===== config.mk =====
export PLATFORM = sky130hd
export DESIGN_NAME = pmrm_top
export DESIGN_NICKNAME = d
export VERILOG_FILES = /design/src/pmrm_pkg.sv /design/src/pmrm_wake_if.sv /design/src/pmrm_wake.sv /design/src/pmrm_top.sv
export SDC_FILE = /design/constraint.sdc
export NUM_CORES = 1
export LEC_CHECK = 0
export ABC_AREA = 1
export ABC_CLOCK_PERIOD_IN_PS = 1800
export BUFFER_PORTS_ARGS = -buffer_cell sky130_fd_sc_hd__buf_2
export CORE_AREA = 5 5 107 109
export DETAILED_ROUTE_END_ITERATION = 10
export DIE_AREA = 0 0 112 114
export GPL_ROUTABILITY_DRIVEN = 0
export MAX_ROUTING_LAYER = met4
export SYNTH_ARGS = -nofsm -noshare
export SYNTH_HDL_FRONTEND = slang
export SYNTH_SLANG_ARGS = --single-unit

===== constraint.sdc =====
create_clock -name clk -period 1.8 [get_ports clk]
set_input_delay 0.36 -clock clk [delete_from_list [all_inputs] [get_ports clk]]
set_output_delay 0.36 -clock clk [all_outputs]
set_load 0.005 [all_outputs]

===== src/pmrm_pkg.sv =====
package pmrm_pkg;
  // ==========================================================
  // Register map (byte offsets)
  localparam logic [7:0] ADDR_CTRL   = 8'h00;
  localparam logic [7:0] ADDR_STATUS = 8'h04;
  localparam logic [7:0] ADDR_BKP0   = 8'h08;
  localparam logic [7:0] ADDR_BKP1   = 8'h0c;
  // CTRL fields
  localparam int CTL_SVD_EN   = 0;
  localparam int CTL_SVD_FALL = 1;
  localparam int CTL_SVD_RISE = 2;
  localparam int CTL_LP_STOP  = 3;
  localparam int CTL_CLK_EXT  = 4;
  localparam int CTL_CSS_IE   = 5;
  localparam int CTL_MODE_LO  = 8;  // 2-bit request field
  localparam int CTL_MODE_HI  = 9;
  localparam int CTL_SVD_CLR  = 16; // write one clears detector flag
  localparam int CTL_CSS_CLR  = 17; // write one clears clock fail flag
  localparam logic [31:0] CTRL_RST = 32'h0000_0000;
  // STATUS fields
  localparam int ST_SVD_FLAG  = 0;
  localparam int ST_CSS_FLAG  = 1;
  localparam int ST_SVD_OUT   = 2;
  localparam int ST_CLK_EXT   = 3;
  localparam int ST_BOOT_LO   = 4;
  localparam int ST_STATE_LO  = 8;
  localparam int ST_SBY_WOKE  = 12;
  // Timing
  localparam int CLK_MHZ        = 20;
  localparam int RESTART_NS     = 500; // clock tree restart hold
  localparam int RESTART_CYC    = (RESTART_NS * CLK_MHZ + 999) / 1000;
  localparam int RESET_HOLD_CYC = 4;
  localparam int EXT_LINES      = 16;
  // Boot sources
  typedef enum logic [1:0] {
    BOOT_USER = 2'b00, BOOT_SYS = 2'b01, BOOT_SRAM = 2'b10
  } pmrm_boot_t;
  // Mode requests
  localparam logic [1:0] REQ_RUN     = 2'b00;
  localparam logic [1:0] REQ_SLEEP   = 2'b01;
  localparam logic [1:0] REQ_STOP    = 2'b10;
  localparam logic [1:0] REQ_STANDBY = 2'b11;
  typedef enum logic [2:0] {
    ST_RESET   = 3'b000,
    ST_RUN     = 3'b001,
    ST_SLEEP   = 3'b010,
    ST_STOP    = 3'b011,
    ST_RESTART = 3'b100,
    ST_STANDBY = 3'b101
  } pmrm_state_t;

  // Decode a bus byte address to a register select
  function automatic logic [1:0] reg_sel(input logic [7:0] a);
    reg_sel = a[3:2];
  endfunction : reg_sel
endpackage : pmrm_pkg


===== src/pmrm_wake_if.sv =====
`timescale 1ns/100ps
`default_nettype none
// ==========================================================
// Wake event bundle between top and wake collector
interface pmrm_wake_if;
  logic [15:0] line_evt;
  logic        svd_out;
  logic        alarm;
  logic        wakeup_pin_rise;
  logic        stop_wake;
  logic        sby_wake;
  modport col (input line_evt, svd_out, alarm, wakeup_pin_rise, output stop_wake, sby_wake);
  modport top (output line_evt, svd_out, alarm, wakeup_pin_rise, input stop_wake, sby_wake);
endinterface : pmrm_wake_if
`default_nettype wire


===== src/pmrm_wake.sv =====
`timescale 1ns/100ps
`default_nettype none
// ==========================================================
// Wake source collector
module pmrm_wake
  import pmrm_pkg::*;
(
  pmrm_wake_if.col w
);
  // Any external line event leaves Stop
  assign w.stop_wake = (|w.line_evt) | w.svd_out | w.alarm;
  // Wakeup pin edge or alarm leaves Standby
  assign w.sby_wake  = w.wakeup_pin_rise | w.alarm;
endmodule : pmrm_wake
`default_nettype wire


===== src/pmrm_top.sv =====
`timescale 1ns/100ps
`default_nettype none
// ==========================================================
// Power, reset and mode manager
module pmrm_top
  import pmrm_pkg::*;
(
  input  wire logic        clk,
  input  wire logic        srst,
  // AHB-Lite slave
  input  wire logic        hsel,
  input  wire logic [7:0]  haddr,
  input  wire logic [1:0]  htrans,
  input  wire logic        hwrite,
  input  wire logic [2:0]  hsize,
  input  wire logic [31:0] hwdata,
  input  wire logic        hready,
  output logic      [31:0] hrdata,
  output logic             hreadyout,
  output logic             hresp,
  // Supply and pins
  input  wire logic        supply_low,
  input  wire logic        svd_below,
  input  wire logic [1:0]  boot_pins,
  input  wire logic        external_reset_pin,
  input  wire logic        independent_watchdog_rst,
  input  wire logic        wakeup_pin,
  input  wire logic        alarm_evt,
  input  wire logic [15:0] line_evt,
  input  wire logic        periph_evt,
  input  wire logic        ext_clk_fail,
  // Power and clock control
  output logic             core_reset,
  output logic             cpu_halt,
  output logic             core_clk_gate,
  output logic             pll_en,
  output logic             internal_fast_rc_osc_en,
  output logic             external_fast_osc_en,
  output logic             clk_sel_ext,
  output logic             regulator_main_mode,
  output logic             regulator_low_power_mode,
  output logic             regulator_hiz,
  output logic             always_on_en,
  output logic [1:0]       boot_sel,
  output logic             svd_irq,
  output logic             css_irq
);
  // ==========================================================
  // Registers
  pmrm_state_t state_ff, nxt_state;
  logic [31:0] ctrl_ff;
  logic [15:0] bkp0_ff, bkp1_ff;
  logic        svd_flag_ff, css_flag_ff, svd_prev_ff, wakeup_pin_prev_ff;
  logic        sby_woke_ff, clk_ext_ff;
  logic [1:0]  boot_ff;
  logic [7:0]  cnt_ff;
  logic        wr_pend_ff, rd_pend_ff;
  logic [7:0]  addr_ff;
  logic        rst_req;
  pmrm_wake_if wif ();

  assign wif.line_evt  = line_evt;
  assign wif.svd_out   = svd_below;
  assign wif.alarm     = alarm_evt;
  assign wif.wakeup_pin_rise = wakeup_pin & ~wakeup_pin_prev_ff;

  pmrm_wake u_wake (
    .w (wif.col)
  );

  // Reset sources: supply, pin, watchdog
  assign rst_req = srst | supply_low | external_reset_pin | independent_watchdog_rst;

  // ==========================================================
  // AHB-Lite slave, zero wait, always OKAY
  logic acc;
  assign acc       = hsel & hready & htrans[1];
  assign hreadyout = 1'b1;
  assign hresp     = 1'b0;

  // Address phase capture
  always_ff @(posedge clk) begin
    if (srst) begin
      wr_pend_ff <= 1'b0;
      rd_pend_ff <= 1'b0;
      addr_ff    <= 8'h00;
    end else begin
      wr_pend_ff <= acc & hwrite;
      rd_pend_ff <= acc & ~hwrite;
      if (acc) addr_ff <= haddr;
    end
  end

  // Control register, lost in Standby
  always_ff @(posedge clk) begin
    if (rst_req || state_ff == ST_STANDBY) begin
      ctrl_ff <= CTRL_RST;
    end else if (wr_pend_ff && reg_sel(addr_ff) == reg_sel(ADDR_CTRL)) begin
      ctrl_ff <= hwdata & 32'h0000_033f;
    end else if (state_ff == ST_RUN && ctrl_ff[CTL_MODE_HI:CTL_MODE_LO] != REQ_RUN) begin
      ctrl_ff[CTL_MODE_HI:CTL_MODE_LO] <= REQ_RUN; // request consumed
    end
  end

  // Backup words: no reset of any kind touches them
  always_ff @(posedge clk) begin
    if (wr_pend_ff && reg_sel(addr_ff) == reg_sel(ADDR_BKP0)) bkp0_ff <= hwdata[15:0];
    if (wr_pend_ff && reg_sel(addr_ff) == reg_sel(ADDR_BKP1)) bkp1_ff <= hwdata[15:0];
  end

  // Read data
  always_ff @(posedge clk) begin
    if (srst) begin
      hrdata <= 32'h0000_0000;
    end else if (acc && !hwrite) begin
      unique case (reg_sel(haddr))
        2'd0: hrdata <= ctrl_ff;
        2'd1: begin
          hrdata <= 32'h0000_0000;
          hrdata[ST_SVD_FLAG]               <= svd_flag_ff;
          hrdata[ST_CSS_FLAG]               <= css_flag_ff;
          hrdata[ST_SVD_OUT]                <= svd_below;
          hrdata[ST_CLK_EXT]                <= clk_ext_ff;
          hrdata[ST_BOOT_LO+1:ST_BOOT_LO]   <= boot_ff;
          hrdata[ST_STATE_LO+2:ST_STATE_LO] <= state_ff;
          hrdata[ST_SBY_WOKE]               <= sby_woke_ff;
        end
        2'd2: hrdata <= {16'h0000, bkp0_ff};
        2'd3: hrdata <= {16'h0000, bkp1_ff};
      endcase
    end
  end

  // ==========================================================
  // Supply detector: edge flags, set wins over clear
  logic svd_fall, svd_rise, svd_clr;
  assign svd_fall = svd_below & ~svd_prev_ff;
  assign svd_rise = ~svd_below & svd_prev_ff;
  assign svd_clr  = wr_pend_ff && reg_sel(addr_ff) == reg_sel(ADDR_CTRL) && hwdata[CTL_SVD_CLR];
  always_ff @(posedge clk) begin
    if (rst_req) begin
      svd_prev_ff <= 1'b0;
      svd_flag_ff <= 1'b0;
    end else begin
      svd_prev_ff <= svd_below;
      if (ctrl_ff[CTL_SVD_EN] && ((svd_fall && ctrl_ff[CTL_SVD_FALL]) ||
                                  (svd_rise && ctrl_ff[CTL_SVD_RISE])))
        svd_flag_ff <= 1'b1;
      else if (svd_clr)
        svd_flag_ff <= 1'b0;
    end
  end
  assign svd_irq = svd_flag_ff & ctrl_ff[CTL_SVD_EN];

  // ==========================================================
  // Clock select and failure fallback
  logic css_clr;
  assign css_clr = wr_pend_ff && reg_sel(addr_ff) == reg_sel(ADDR_CTRL) && hwdata[CTL_CSS_CLR];
  always_ff @(posedge clk) begin
    if (rst_req || state_ff != ST_RUN) begin
      clk_ext_ff <= 1'b0;
    end else if (clk_ext_ff && ext_clk_fail) begin
      clk_ext_ff <= 1'b0;
    end else begin
      clk_ext_ff <= ctrl_ff[CTL_CLK_EXT] & ~ext_clk_fail;
    end
  end
  always_ff @(posedge clk) begin
    if (rst_req) css_flag_ff <= 1'b0;
    else if (clk_ext_ff && ext_clk_fail) css_flag_ff <= 1'b1;
    else if (css_clr) css_flag_ff <= 1'b0;
  end
  assign css_irq     = css_flag_ff & ctrl_ff[CTL_CSS_IE];
  assign clk_sel_ext = clk_ext_ff;

  // Boot pins caught at the end of reset
  always_ff @(posedge clk) begin
    if (state_ff == ST_RESET && nxt_state == ST_RUN)
      boot_ff <= (boot_pins == 2'b11) ? BOOT_USER : boot_pins;
  end
  assign boot_sel = boot_ff;

  // Standby wake marker survives the restart
  always_ff @(posedge clk) begin
    if (srst) sby_woke_ff <= 1'b0;
    else if (state_ff == ST_STANDBY && (wif.sby_wake || rst_req)) sby_woke_ff <= 1'b1;
    else if (css_clr) sby_woke_ff <= 1'b0;
  end

  always_ff @(posedge clk) begin
    if (srst) wakeup_pin_prev_ff <= 1'b0;
    else      wakeup_pin_prev_ff <= wakeup_pin;
  end

  // ==========================================================
  // Mode sequencer
  always_comb begin
    nxt_state = state_ff;
    unique case (state_ff)
      ST_RESET:   if (cnt_ff == 8'(RESET_HOLD_CYC)) nxt_state = ST_RUN;
      ST_RUN: begin
        unique case (ctrl_ff[CTL_MODE_HI:CTL_MODE_LO])
          REQ_SLEEP:   nxt_state = ST_SLEEP;
          REQ_STOP:    nxt_state = ST_STOP;
          REQ_STANDBY: nxt_state = ST_STANDBY;
          default:     nxt_state = ST_RUN;
        endcase
      end
      ST_SLEEP:   if (periph_evt || wif.stop_wake) nxt_state = ST_RUN;
      ST_STOP:    if (wif.stop_wake) nxt_state = ST_RESTART;
      ST_RESTART: if (cnt_ff == 8'(RESTART_CYC)) nxt_state = ST_RUN;
      ST_STANDBY: if (wif.sby_wake) nxt_state = ST_RESET;
      default:    nxt_state = ST_RESET;
    endcase
  end

  always_ff @(posedge clk) begin
    if (rst_req) state_ff <= ST_RESET;
    else         state_ff <= nxt_state;
  end

  // Hold and restart counter
  always_ff @(posedge clk) begin
    if (rst_req || state_ff != nxt_state) cnt_ff <= 8'h00;
    else if (cnt_ff != 8'hff)             cnt_ff <= cnt_ff + 8'h01;
  end

  // ==========================================================
  // Power and clock outputs
  assign core_reset    = (state_ff == ST_RESET);
  assign cpu_halt      = (state_ff != ST_RUN);
  assign core_clk_gate = (state_ff == ST_STOP) | (state_ff == ST_STANDBY);
  assign pll_en        = ~core_clk_gate & (state_ff != ST_RESTART);
  assign internal_fast_rc_osc_en = ~core_clk_gate;
  assign external_fast_osc_en    = ~core_clk_gate & ctrl_ff[CTL_CLK_EXT] & (state_ff == ST_RUN);
  assign regulator_hiz = (state_ff == ST_STANDBY);
  assign regulator_low_power_mode = (state_ff == ST_STOP) & ctrl_ff[CTL_LP_STOP];
  assign regulator_main_mode = ~regulator_hiz & ~regulator_low_power_mode;
  assign always_on_en  = 1'b1;

  // ==========================================================
  // Checks
  // Pending mode request, watched by the regulator check
  logic [1:0] mode_req;
  assign mode_req = ctrl_ff[CTL_MODE_HI:CTL_MODE_LO];
  property p_reg_off;
    @(posedge clk) disable iff (srst)
      $rose(regulator_hiz) |-> $past(state_ff) == ST_RUN && $past(mode_req) == REQ_STANDBY;
  endproperty
  a_reg_off: assert property (p_reg_off) else $error("regulator off without request");
  property p_rst_regon;
    @(posedge clk) disable iff (srst) core_reset |-> regulator_main_mode && !regulator_hiz;
  endproperty
  a_rst_regon: assert property (p_rst_regon) else $error("regulator not on in reset");
  property p_clk_rst;
    @(posedge clk) disable iff (srst) core_reset |-> !clk_sel_ext && internal_fast_rc_osc_en;
  endproperty
  a_clk_rst: assert property (p_clk_rst) else $error("reset not on rc clock");
  property p_rst_hold;
    @(posedge clk) disable iff (srst) supply_low |=> core_reset;
  endproperty
  a_rst_hold: assert property (p_rst_hold) else $error("reset not held");
  property p_stop_wake;
    @(posedge clk) disable iff (srst)
      (state_ff == ST_STOP && |line_evt && !rst_req) |=> state_ff == ST_RESTART;
  endproperty
  a_stop_wake: assert property (p_stop_wake) else $error("stop not left");
  property p_sby_wake;
    @(posedge clk) disable iff (srst)
      (state_ff == ST_STANDBY && alarm_evt) |=> core_reset;
  endproperty
  a_sby_wake: assert property (p_sby_wake) else $error("standby not left");
  property p_css;
    @(posedge clk) disable iff (srst)
      (clk_sel_ext && ext_clk_fail && !rst_req) |=> !clk_sel_ext && css_flag_ff;
  endproperty
  a_css: assert property (p_css) else $error("no clock fallback");
  property p_stop_clk;
    @(posedge clk) disable iff (srst) state_ff == ST_STOP |-> !pll_en && !external_fast_osc_en;
  endproperty
  a_stop_clk: assert property (p_stop_clk) else $error("clocks on in stop");
  property p_restart;
    @(posedge clk) disable iff (srst) state_ff == ST_RESTART |-> !clk_sel_ext && !pll_en;
  endproperty
  a_restart: assert property (p_restart) else $error("restart not on rc");
  property p_sleep;
    @(posedge clk) disable iff (srst)
      (state_ff == ST_SLEEP && periph_evt && !rst_req) |=> state_ff == ST_RUN;
  endproperty
  a_sleep: assert property (p_sleep) else $error("sleep not left");
  property p_stop_keep;
    @(posedge clk) disable iff (srst)
      (state_ff == ST_STOP && !wif.stop_wake && !rst_req) |=> state_ff == ST_STOP;
  endproperty
  a_stop_keep: assert property (p_stop_keep) else $error("stop left without event");
  property p_boot;
    @(posedge clk) disable iff (srst)
      $fell(core_reset) |-> boot_sel == (($past(boot_pins) == 2'b11) ? 2'b00 : $past(boot_pins));
  endproperty
  a_boot: assert property (p_boot) else $error("boot source not taken");
  property p_svd_set;
    @(posedge clk) disable iff (srst)
      (ctrl_ff[CTL_SVD_EN] && ctrl_ff[CTL_SVD_FALL] && svd_fall && !rst_req) |=> svd_flag_ff;
  endproperty
  a_svd_set: assert property (p_svd_set) else $error("detector flag not set");
endmodule : pmrm_top
`default_nettype wire


# Word-level counts from Yosys, hierarchy flattened
# Index checks and enable logic that the tools add are counted.
# word_totals
input_bits	76
regBits	96
elab_cells	111
output_inout_bits	49
# classes
n_reduce_logical	30
add_sub_neg	1
muxes	15
n_eq_ne	21
n_bitwise	28
# ops
cell	count
32-bit case mux with 4 select lines	1
3-bit case mux with 6 select lines	1
16-bit OR reduction	1
3-bit two-way mux	5
1-bit AND	14
2-bit == test (second input constant)	7
1-bit logical AND	13
2-bit nonzero test	5
3-bit case mux with 3 select lines	1
8-bit by 1-bit adder with 8-bit output (second input constant)	1
8-bit by 3-bit == test with 1-bit output (second input constant)	1
8-bit by 4-bit == test with 1-bit output (second input constant)	1
8-bit inequality test (second input constant)	1
1-bit inverter	7
1-bit OR	7
3-bit by 1-bit == test with 1-bit output (second input constant)	2
3-bit by 2-bit == test with 1-bit output (second input constant)	2
3-bit == test (second input constant)	2
1-bit logical OR	6
1-bit two-way mux	5
2-bit by 1-bit == test with 1-bit output (second input constant)	2
2-bit zero test	2
2-bit two-way mux	2
3-bit zero test	1
other kinds (5)	5

# Longest topological paths before layout
# Gate-level depths: netlist of the first run.
# depth
ltp_word	8
mapped_depth	12

# Modules after synthesis
# From an unflattened synthesis of the first run, not the netlist that was laid out.
# unflattened
cells_unflattened	409
hier_area_um2	3547.2
# by_module_without_submodules
module	n_inst	area_per_inst_um2	cells_each	seq_area_each_um2
pmrm_top	1	3474.6	392	1901.8
pmrm_wake	1	72.6	17	0.0

# Worst setup path after synthesis of the first run
# Ideal clock, no wire load.
# synth_timing
kind	register -> register
start	register addr_ff[3]
end	register bkp1_ff[0] (enable)
period_less_slack_ns	1.974
stages_incl_launch_ff	3
t_required_ns	1.391
path_slack_ns	-0.174
setup_ns	0.409
t_arrival_ns	1.565
path_cell_list	dfxtp_1 inv_1 nor3_1
# synth_between
elab_chain_cells	2
# synth_rtl
item	line_no	text
from (decl)	pmrm_top.sv:58	logic [7:0] addr_ff;
from (signal assigned)	pmrm_top.sv:90	if (acc) addr_ff <= haddr;
2-bit == test	pmrm_top.sv:108	if (wr_pend_ff && reg_sel(addr_ff) == reg_sel(ADDR_BKP1)) bkp1_ff <= hwdata[15:0];
1-bit logical AND	pmrm_top.sv:108	
to (signal assigned)	pmrm_top.sv:108	
to (decl)	pmrm_top.sv:52	logic [15:0] bkp0_ff, bkp1_ff;
# No other way between the ends.
# A chain may end at the register's enable or synchronous reset.

# Worst setup path in the final report of the first run
# layout_timing
start	register state_ff[2]
end	output regulator_main_mode
# layout_between
elab_chain_cells	4
word_cells_on_any_way	6
cone_classes	eq/ne: 2; bitwise: 4
# layout_rtl
item	line_no	text
from (decl)	pmrm_top.sv:50	pmrm_state_t state_ff, nxt_state;
from (signal assigned)	pmrm_top.sv:219	else state_ff <= nxt_state;
3-bit by 2-bit == test with 1-bit output	pmrm_top.sv:237	assign regulator_low_power_mode = (state_ff == ST_STOP) & ctrl_ff[CTL_LP_STOP];
1-bit AND	pmrm_top.sv:237	
1-bit inverter	pmrm_top.sv:238	assign regulator_main_mode = ~regulator_hiz & ~regulator_low_power_mode;
1-bit AND (*)	pmrm_top.sv:238	
to (decl)	pmrm_top.sv:40	output logic regulator_main_mode,
# Mark *: on every way between the ends. The rest lies on a longest branch, timed or not.

==> impl_metrics.json, run 1 <==
{
  "max_freq_mhz": 579,
  "worstPathArrival_ns": 1.37,
  "die_area_mm2": 0.0128,
  "fp.dieW_um": 112,
  "end_kind": "output pin",
  "post-route-cell-area_mm2": 0.00445,
  "fin_nets": 586,
  "timing_worst_setup_path_type": "reg2out",
  "io_buffers": 81,
  "hold_viol_final": 0,
  "clock_latency_ns": 0.34,
  "ys_seq_area_frac": 0.533,
  "hp-class": "in2reg",
  "status": "complete, no violations",
  "finalClockSkew_ns": 0.0122,
  "grt_max_degree": 19,
  "grt_pass1_vias": 2834,
  "root_buffer": "clkbuf_8",
  "period_share": 0.959,
  "m1WireLength_mm": 3.43,
  "setup_viol": 0,
  "async_flop_share": 0,
  "dr.pass1.iters": 4,
  "synth_edf_count": 34,
  "via_per_inst": 4.52,
  "reg2reg_setup_slack_ns": 0.16,
  "critPathLaunchType": "register",
  "ctsLongestPathBuffers": 2,
  "path_clk_slew_ns": 0.08,
  "overflow": 0,
  "coreArea_mm2": 0.0105,
  "wl_met2_mm": 4.72,
  "required_ns": 1.44,
  "syn_to_final_growth_pct": 24.7,
  "track_usage": 0.136,
  "p_leak_nw": 1.88,
  "drt_iter0_markers": 152,
  "synth_area_leaders": "edfxtp_1 29%, dfxtp_1 25%, nand2_1 8.1%, nor2_1 7.5%, inv_1 4.8%",
  "wl_mm": 8.77,
  "initial_core_util": 0.339,
  "yosys.area.top_type": "edfxtp_1",
  "period_needed_ns": 1.73,
  "htreeDepth": 3,
  "cts_made_buffers": 9,
  "yosysUniqueCellTypes": 39,
  "yosysMostFrequentCell": "nand2_1",
  "final_cells": 650,
  "ys_top_cells_by_count": "77 x nand2_1, 71 x nor2_1, 46 x inv_1, 44 x dfxtp_1, 34 x edfxtp_1",
  "cts_tree": "built",
  "route.detailed.drc": 0,
  "wl_per_cell_um": 13.5,
  "crit_chain": "clkinvlp_4 > nor2_4 > inv_1 > o21ai_0 > inv_1 > buf_2",
  "synth_area_per_cell_um2": 8.66,
  "hpwlAfterDp_mm": 6.59,
  "crit_top_cell": "inv_1",
  "ys.warnings.count": 0,
  "maxCapViolCount": 0,
  "io_pins": 125,
  "place_area_mm2": 0.00410,
  "antenna_found_initial": 0,
  "syn_area_mm2": 0.00357,
  "slowest_stage": "dfxtp_4",
  "cp_max_fo": 5,
  "grt_pass1_wl_mm": 13.3,
  "vias": 2941,
  "met3_length_um": 564,
  "holdWs_ns": 0.199,
  "ant_nets": 0,
  "max-vdd-ir-drop_uv": 487,
  "power_density_mw_per_mm2": 865,
  "synthFlopType": "dfxtp_1",
  "drive_gt1_frac": 0.273,
  "synth-seq-cells": 78,
  "p_total_mw": 3.85,
  "rows": 38,
  "dp_cells": 630,
  "syn-instance-count": 412,
  "cts_sinks": 78,
  "cpPeakStageDelay_ns": 0.39,
  "synth_top_area_share": 0.286,
  "dr.max_layer_used": "met4",
  "dieHeight_um": 114,
  "finalMaxSlewViolations": 0
}
where the power goes:
group	switching, mW	total (mW)	internal (mW)	leakage (nW)
Sequential	0.00887	1.87	1.86	0.663
Combinational	0.125	0.212	0.0873	1.08
Clock	0.620	1.77	1.15	0.139
critical path, delay by kind of cell (launching register included):
| family | cells | cell delay [ns] |
|---|---|---|
| AND/OR/NAND/NOR | 1 | 0.17 |
| buffers and inverters | 4 | 0.38 |
| AO/OA/AOI/OAI | 1 | 0.08 |
| flip-flops | 1 | 0.39 |
kinds of logic after synthesis:
| kind of cell | count (synthesis) | share of synthesized area |
|---|---|---|
| and+or+nand+nor | 183 | 0.221 |
| DFF | 78 | 0.533 |
| buffers and inverters | 76 | 0.103 |
| AOI/OAI and AO/OA | 62 | 0.107 |
| adders and majority gates | 6 | 0.0210 |
| xor gates and xnor gates | 5 | 0.0123 |
| other | 2 | 0.00211 |
flip-flops by register name (all words and copies together) (netlist names):
name                flops
wakeup_pin_prev_ff      1
bkp1_ff                16
state_ff                3
wr_pend_ff              1
bkp0_ff                16
cnt_ff                  8
ctrl_ff                 8
clk_sel_ext             1
svd_prev_ff             1
addr_ff                 2
css_flag_ff             1
boot_sel                2
svd_flag_ff             1
hrdata                 16
sby_woke_ff             1
path summary, 6_finish.rpt:
kind,from,to,cells past startpoint
worst min-delay path,hwdata[6],bkp1_ff[6],1
worst min register to register,hrdata[10],hrdata[10],2
worst max register to register,cnt_ff[1],cnt_ff[5],11
worst max-delay path,state_ff[2],regulator_main_mode,6
repair_timing:
item | CTS | global route
gates resized for setup | 2 | 16
endpoints found under the setup margin | 3 | 13
setup buffers | 0 | 3
hold buffers | 0 | 0
pin swaps | 0 | 4
final cells by class:
class	instances	area (um^2)
Clock inverter	5	126
Antenna cell	1	2.50
Timing Repair Buffer	91	493
Inverter	49	188
Fill cell	1026	6060
Tap cell	140	175
Clock buffer	11	153
Multi-Input combinational cell	275	1400
Sequential cell	78	1910
cell usage in the layout, fill, tap and decap left out, types with 2 or more instances in the layout:
cell type	netlist	final
inv_1	46	42
clkbuf_8	1	9
nand2_2	3	5
nor2_2	4	8
inv_2	2	5
buf_2	1	81
buf_4	19	9
a221oi_1	11	11
nand3_1	13	13
bufinv_16	0	4
o21ai_0	19	19
a22oi_1	3	3
xor2_1	4	4
conb_1	2	19
nand4_1	4	4
o211ai_1	3	3
a211oi_1	3	3
nand2_1	77	75
ha_1	6	6
nor2_4	0	2
dfxtp_1	44	41
edfxtp_1	34	34
nor3_2	1	3
a21oi_1	19	19
dfxtp_2	0	2
nor2_1	71	65
metal layers:
metal  GRT usage  vias to the layer above
met5           -                        -
met4      0.0288                        0
met3      0.0398                        6
met2       0.254                       71
met1       0.144                     1365
li1            -                     1499
per-stage QoR:
step,TNS (ns),worst slack (ns),util
2_1_floorplan,0,0.287,-
3_3_place_gp,0,0.101,0.390
3_5_place_dp,0,0.0811,0.390
4_1_cts,-0.0480,-0.0345,0.417
5_1_grt,-0.0719,-0.0174,0.423
6_report,0,0.0738,0.423
No activity file was read; power rests on OpenSTA's default activity.
==> run 2: changes to the inputs <==
--- a/config.mk
+++ b/config.mk
@@ -8,11 +8,12 @@
 export ABC_AREA = 1
 export ABC_CLOCK_PERIOD_IN_PS = 1800
 export BUFFER_PORTS_ARGS = -buffer_cell sky130_fd_sc_hd__buf_2
-export CORE_AREA = 5 5 107 109
+export CORE_AREA = 5 5 103 105
 export DETAILED_ROUTE_END_ITERATION = 10
-export DIE_AREA = 0 0 112 114
+export DIE_AREA = 0 0 108 110
 export GPL_ROUTABILITY_DRIVEN = 0
 export MAX_ROUTING_LAYER = met4
+export PLACE_DENSITY = 0.65
 export SYNTH_ARGS = -nofsm -noshare
 export SYNTH_HDL_FRONTEND = slang
 export SYNTH_SLANG_ARGS = --single-unit
==> run 2 against run 1 <==
Sequential power barely moved. Flip-flop and latch count unchanged. Core utilization grew 3.3 points. Via count is 2.4% higher. Clock power decreased by 15%. Cell area is 1.9% lower. Clock-buffer cell count decreased by 1. Clock skew down 0.0059 ns. Highest routed layer unchanged. Critical endpoint unchanged. Worst hold slack got worse by 0.012 ns. Setup slack better by 0.031 ns. Critical path depth up 1. Die area shrank 7.0%.
==> impl_metrics.json, run 2 (synthesis gave the netlist of run 1 again) <==
{
  "status": "complete, no violations",
  "wl_mm": 8.63,
  "drive_gt1_frac": 0.271,
  "period_share": 0.942,
  "fp.dieW_um": 108,
  "holdBufCountCts": 0,
  "maxCapViolCount": 0,
  "die_area_mm2": 0.0119,
  "hpwlAfterDp_mm": 6.55,
  "layout_common_cells": "81 x buf_2, 75 x nand2_1, 67 x nor2_1",
  "worstPathArrival_ns": 1.33,
  "hold_viol_final": 0,
  "end_kind": "output pin",
  "max_freq_mhz": 590,
  "max-vdd-ir-drop_uv": 418,
  "final_common_cell": "buf_2",
  "io_pins": 125,
  "place_area_mm2": 0.00410,
  "track_usage": 0.154,
  "grt_pass1_vias": 2873,
  "dr.pass1.iters": 4,
  "ff2ff_path_depth": 12,
  "hp-class": "in2reg",
  "dieHeight_um": 110,
  "coreArea_mm2": 0.00955,
  "final_core_util": 0.457,
  "vias": 3012,
  "power_density_mw_per_mm2": 821,
  "drt_iter0_markers": 171,
  "period_needed_ns": 1.69,
  "syn_to_final_growth_pct": 22.2,
  "finalClockSkew_ns": 0.00632,
  "grt_max_degree": 17,
  "cts_tree": "built",
  "post-place-ws_ns": 0.0897,
  "p_leak_nw": 1.85,
  "initial_core_util": 0.374,
  "root_buffer": "clkbuf_8",
  "grt_pass1_wl_mm": 13.5,
  "required_ns": 1.44,
  "cts_made_buffers": 9,
  "critPathLaunchType": "register",
  "antenna_found_initial": 1,
  "reg_top3": "bkp0_ff (16), bkp1_ff (16), hrdata (16)",
  "ctsLongestPathBuffers": 2,
  "finalMaxSlewViolations": 0,
  "setup_viol": 0,
  "finalSetupTns_ns": 0,
  "wl_per_cell_um": 13.4,
  "whs_path_depth": 2,
  "post-route-cell-area_mm2": 0.00436,
  "clock_latency_ns": 0.35,
  "setup_slack_ns": 0.105,
  "ant_nets": 0,
  "route.detailed.drc": 0,
  "timing_worst_setup_path_type": "reg2out",
  "path_clk_slew_ns": 0.08,
  "final_cells": 643,
  "rows": 36,
  "htreeDepth": 3,
  "holdWs_ns": 0.187,
  "p_total_mw": 3.58,
  "cp_max_fo": 5,
  "overflow": 0,
  "io_buffers": 81,
  "cts_sinks": 78,
  "fin_nets": 586,
  "dp_cells": 625,
  "via_per_inst": 4.68
}
-- run 2: changes by cell type in the layout (fill, tap and decap cells not counted), sizes merged --
cell,previous run,this run
clkbuf,11,10
inv,48,49
bufinv,4,2
clkinvlp,1,2
clkinv,1,2
-- run 2: area by class of cell --
class | instances | area, um^2
fillers | 948 | 5190
flip-flops and latches | 78 | 1910
multi-input cells | 275 | 1390
repair buffers | 91 | 480
inverters | 49 | 184
well taps | 133 | 166
clock buffers | 10 | 138
clock inverters | 6 | 92.6
diodes | 1 | 2.50
-- run 2: path summary, 6_finish.rpt --
path                    endpoint          from  slack (ns)
min reg2reg           hrdata[12]    hrdata[12]        0.47
min                  clk_sel_ext  ext_clk_fail        0.19
max reg2reg            cnt_ff[4]     cnt_ff[0]        0.17
max          regulator_main_mode   state_ff[1]        0.11
-- run 2: metal layers --
layer  GRT usage  part of all wire  routed length (um)
met1       0.174              0.40                3420
met2       0.253              0.50                4310
met3      0.0466             0.079                 683
met4      0.0703             0.024                 210
met5           -                 0                   0
-- run 2: what timing repair did --
action	4_1_cts	5_1_grt
pin swaps	0	2
gates resized for setup	6	9
endpoints found under the setup margin	4	12
setup buffers	0	1
-- run 2: where the power goes --
part | internal, mW | switching, mW | total, mW
sequential | 1.86 | 0.00936 | 1.87
clock | 0.826 | 0.674 | 1.50
combinational | 0.0866 | 0.126 | 0.212
total | 2.77 | 0.809 | 3.58
-- run 2: worst max-delay path: stages, from the launching register on --
cell     delay, ns
dfxtp_2       0.33
inv_2         0.08
nand2_2       0.08
nor2_4        0.18
inv_1         0.07
o21ai_1       0.07
inv_1         0.05
buf_2         0.12
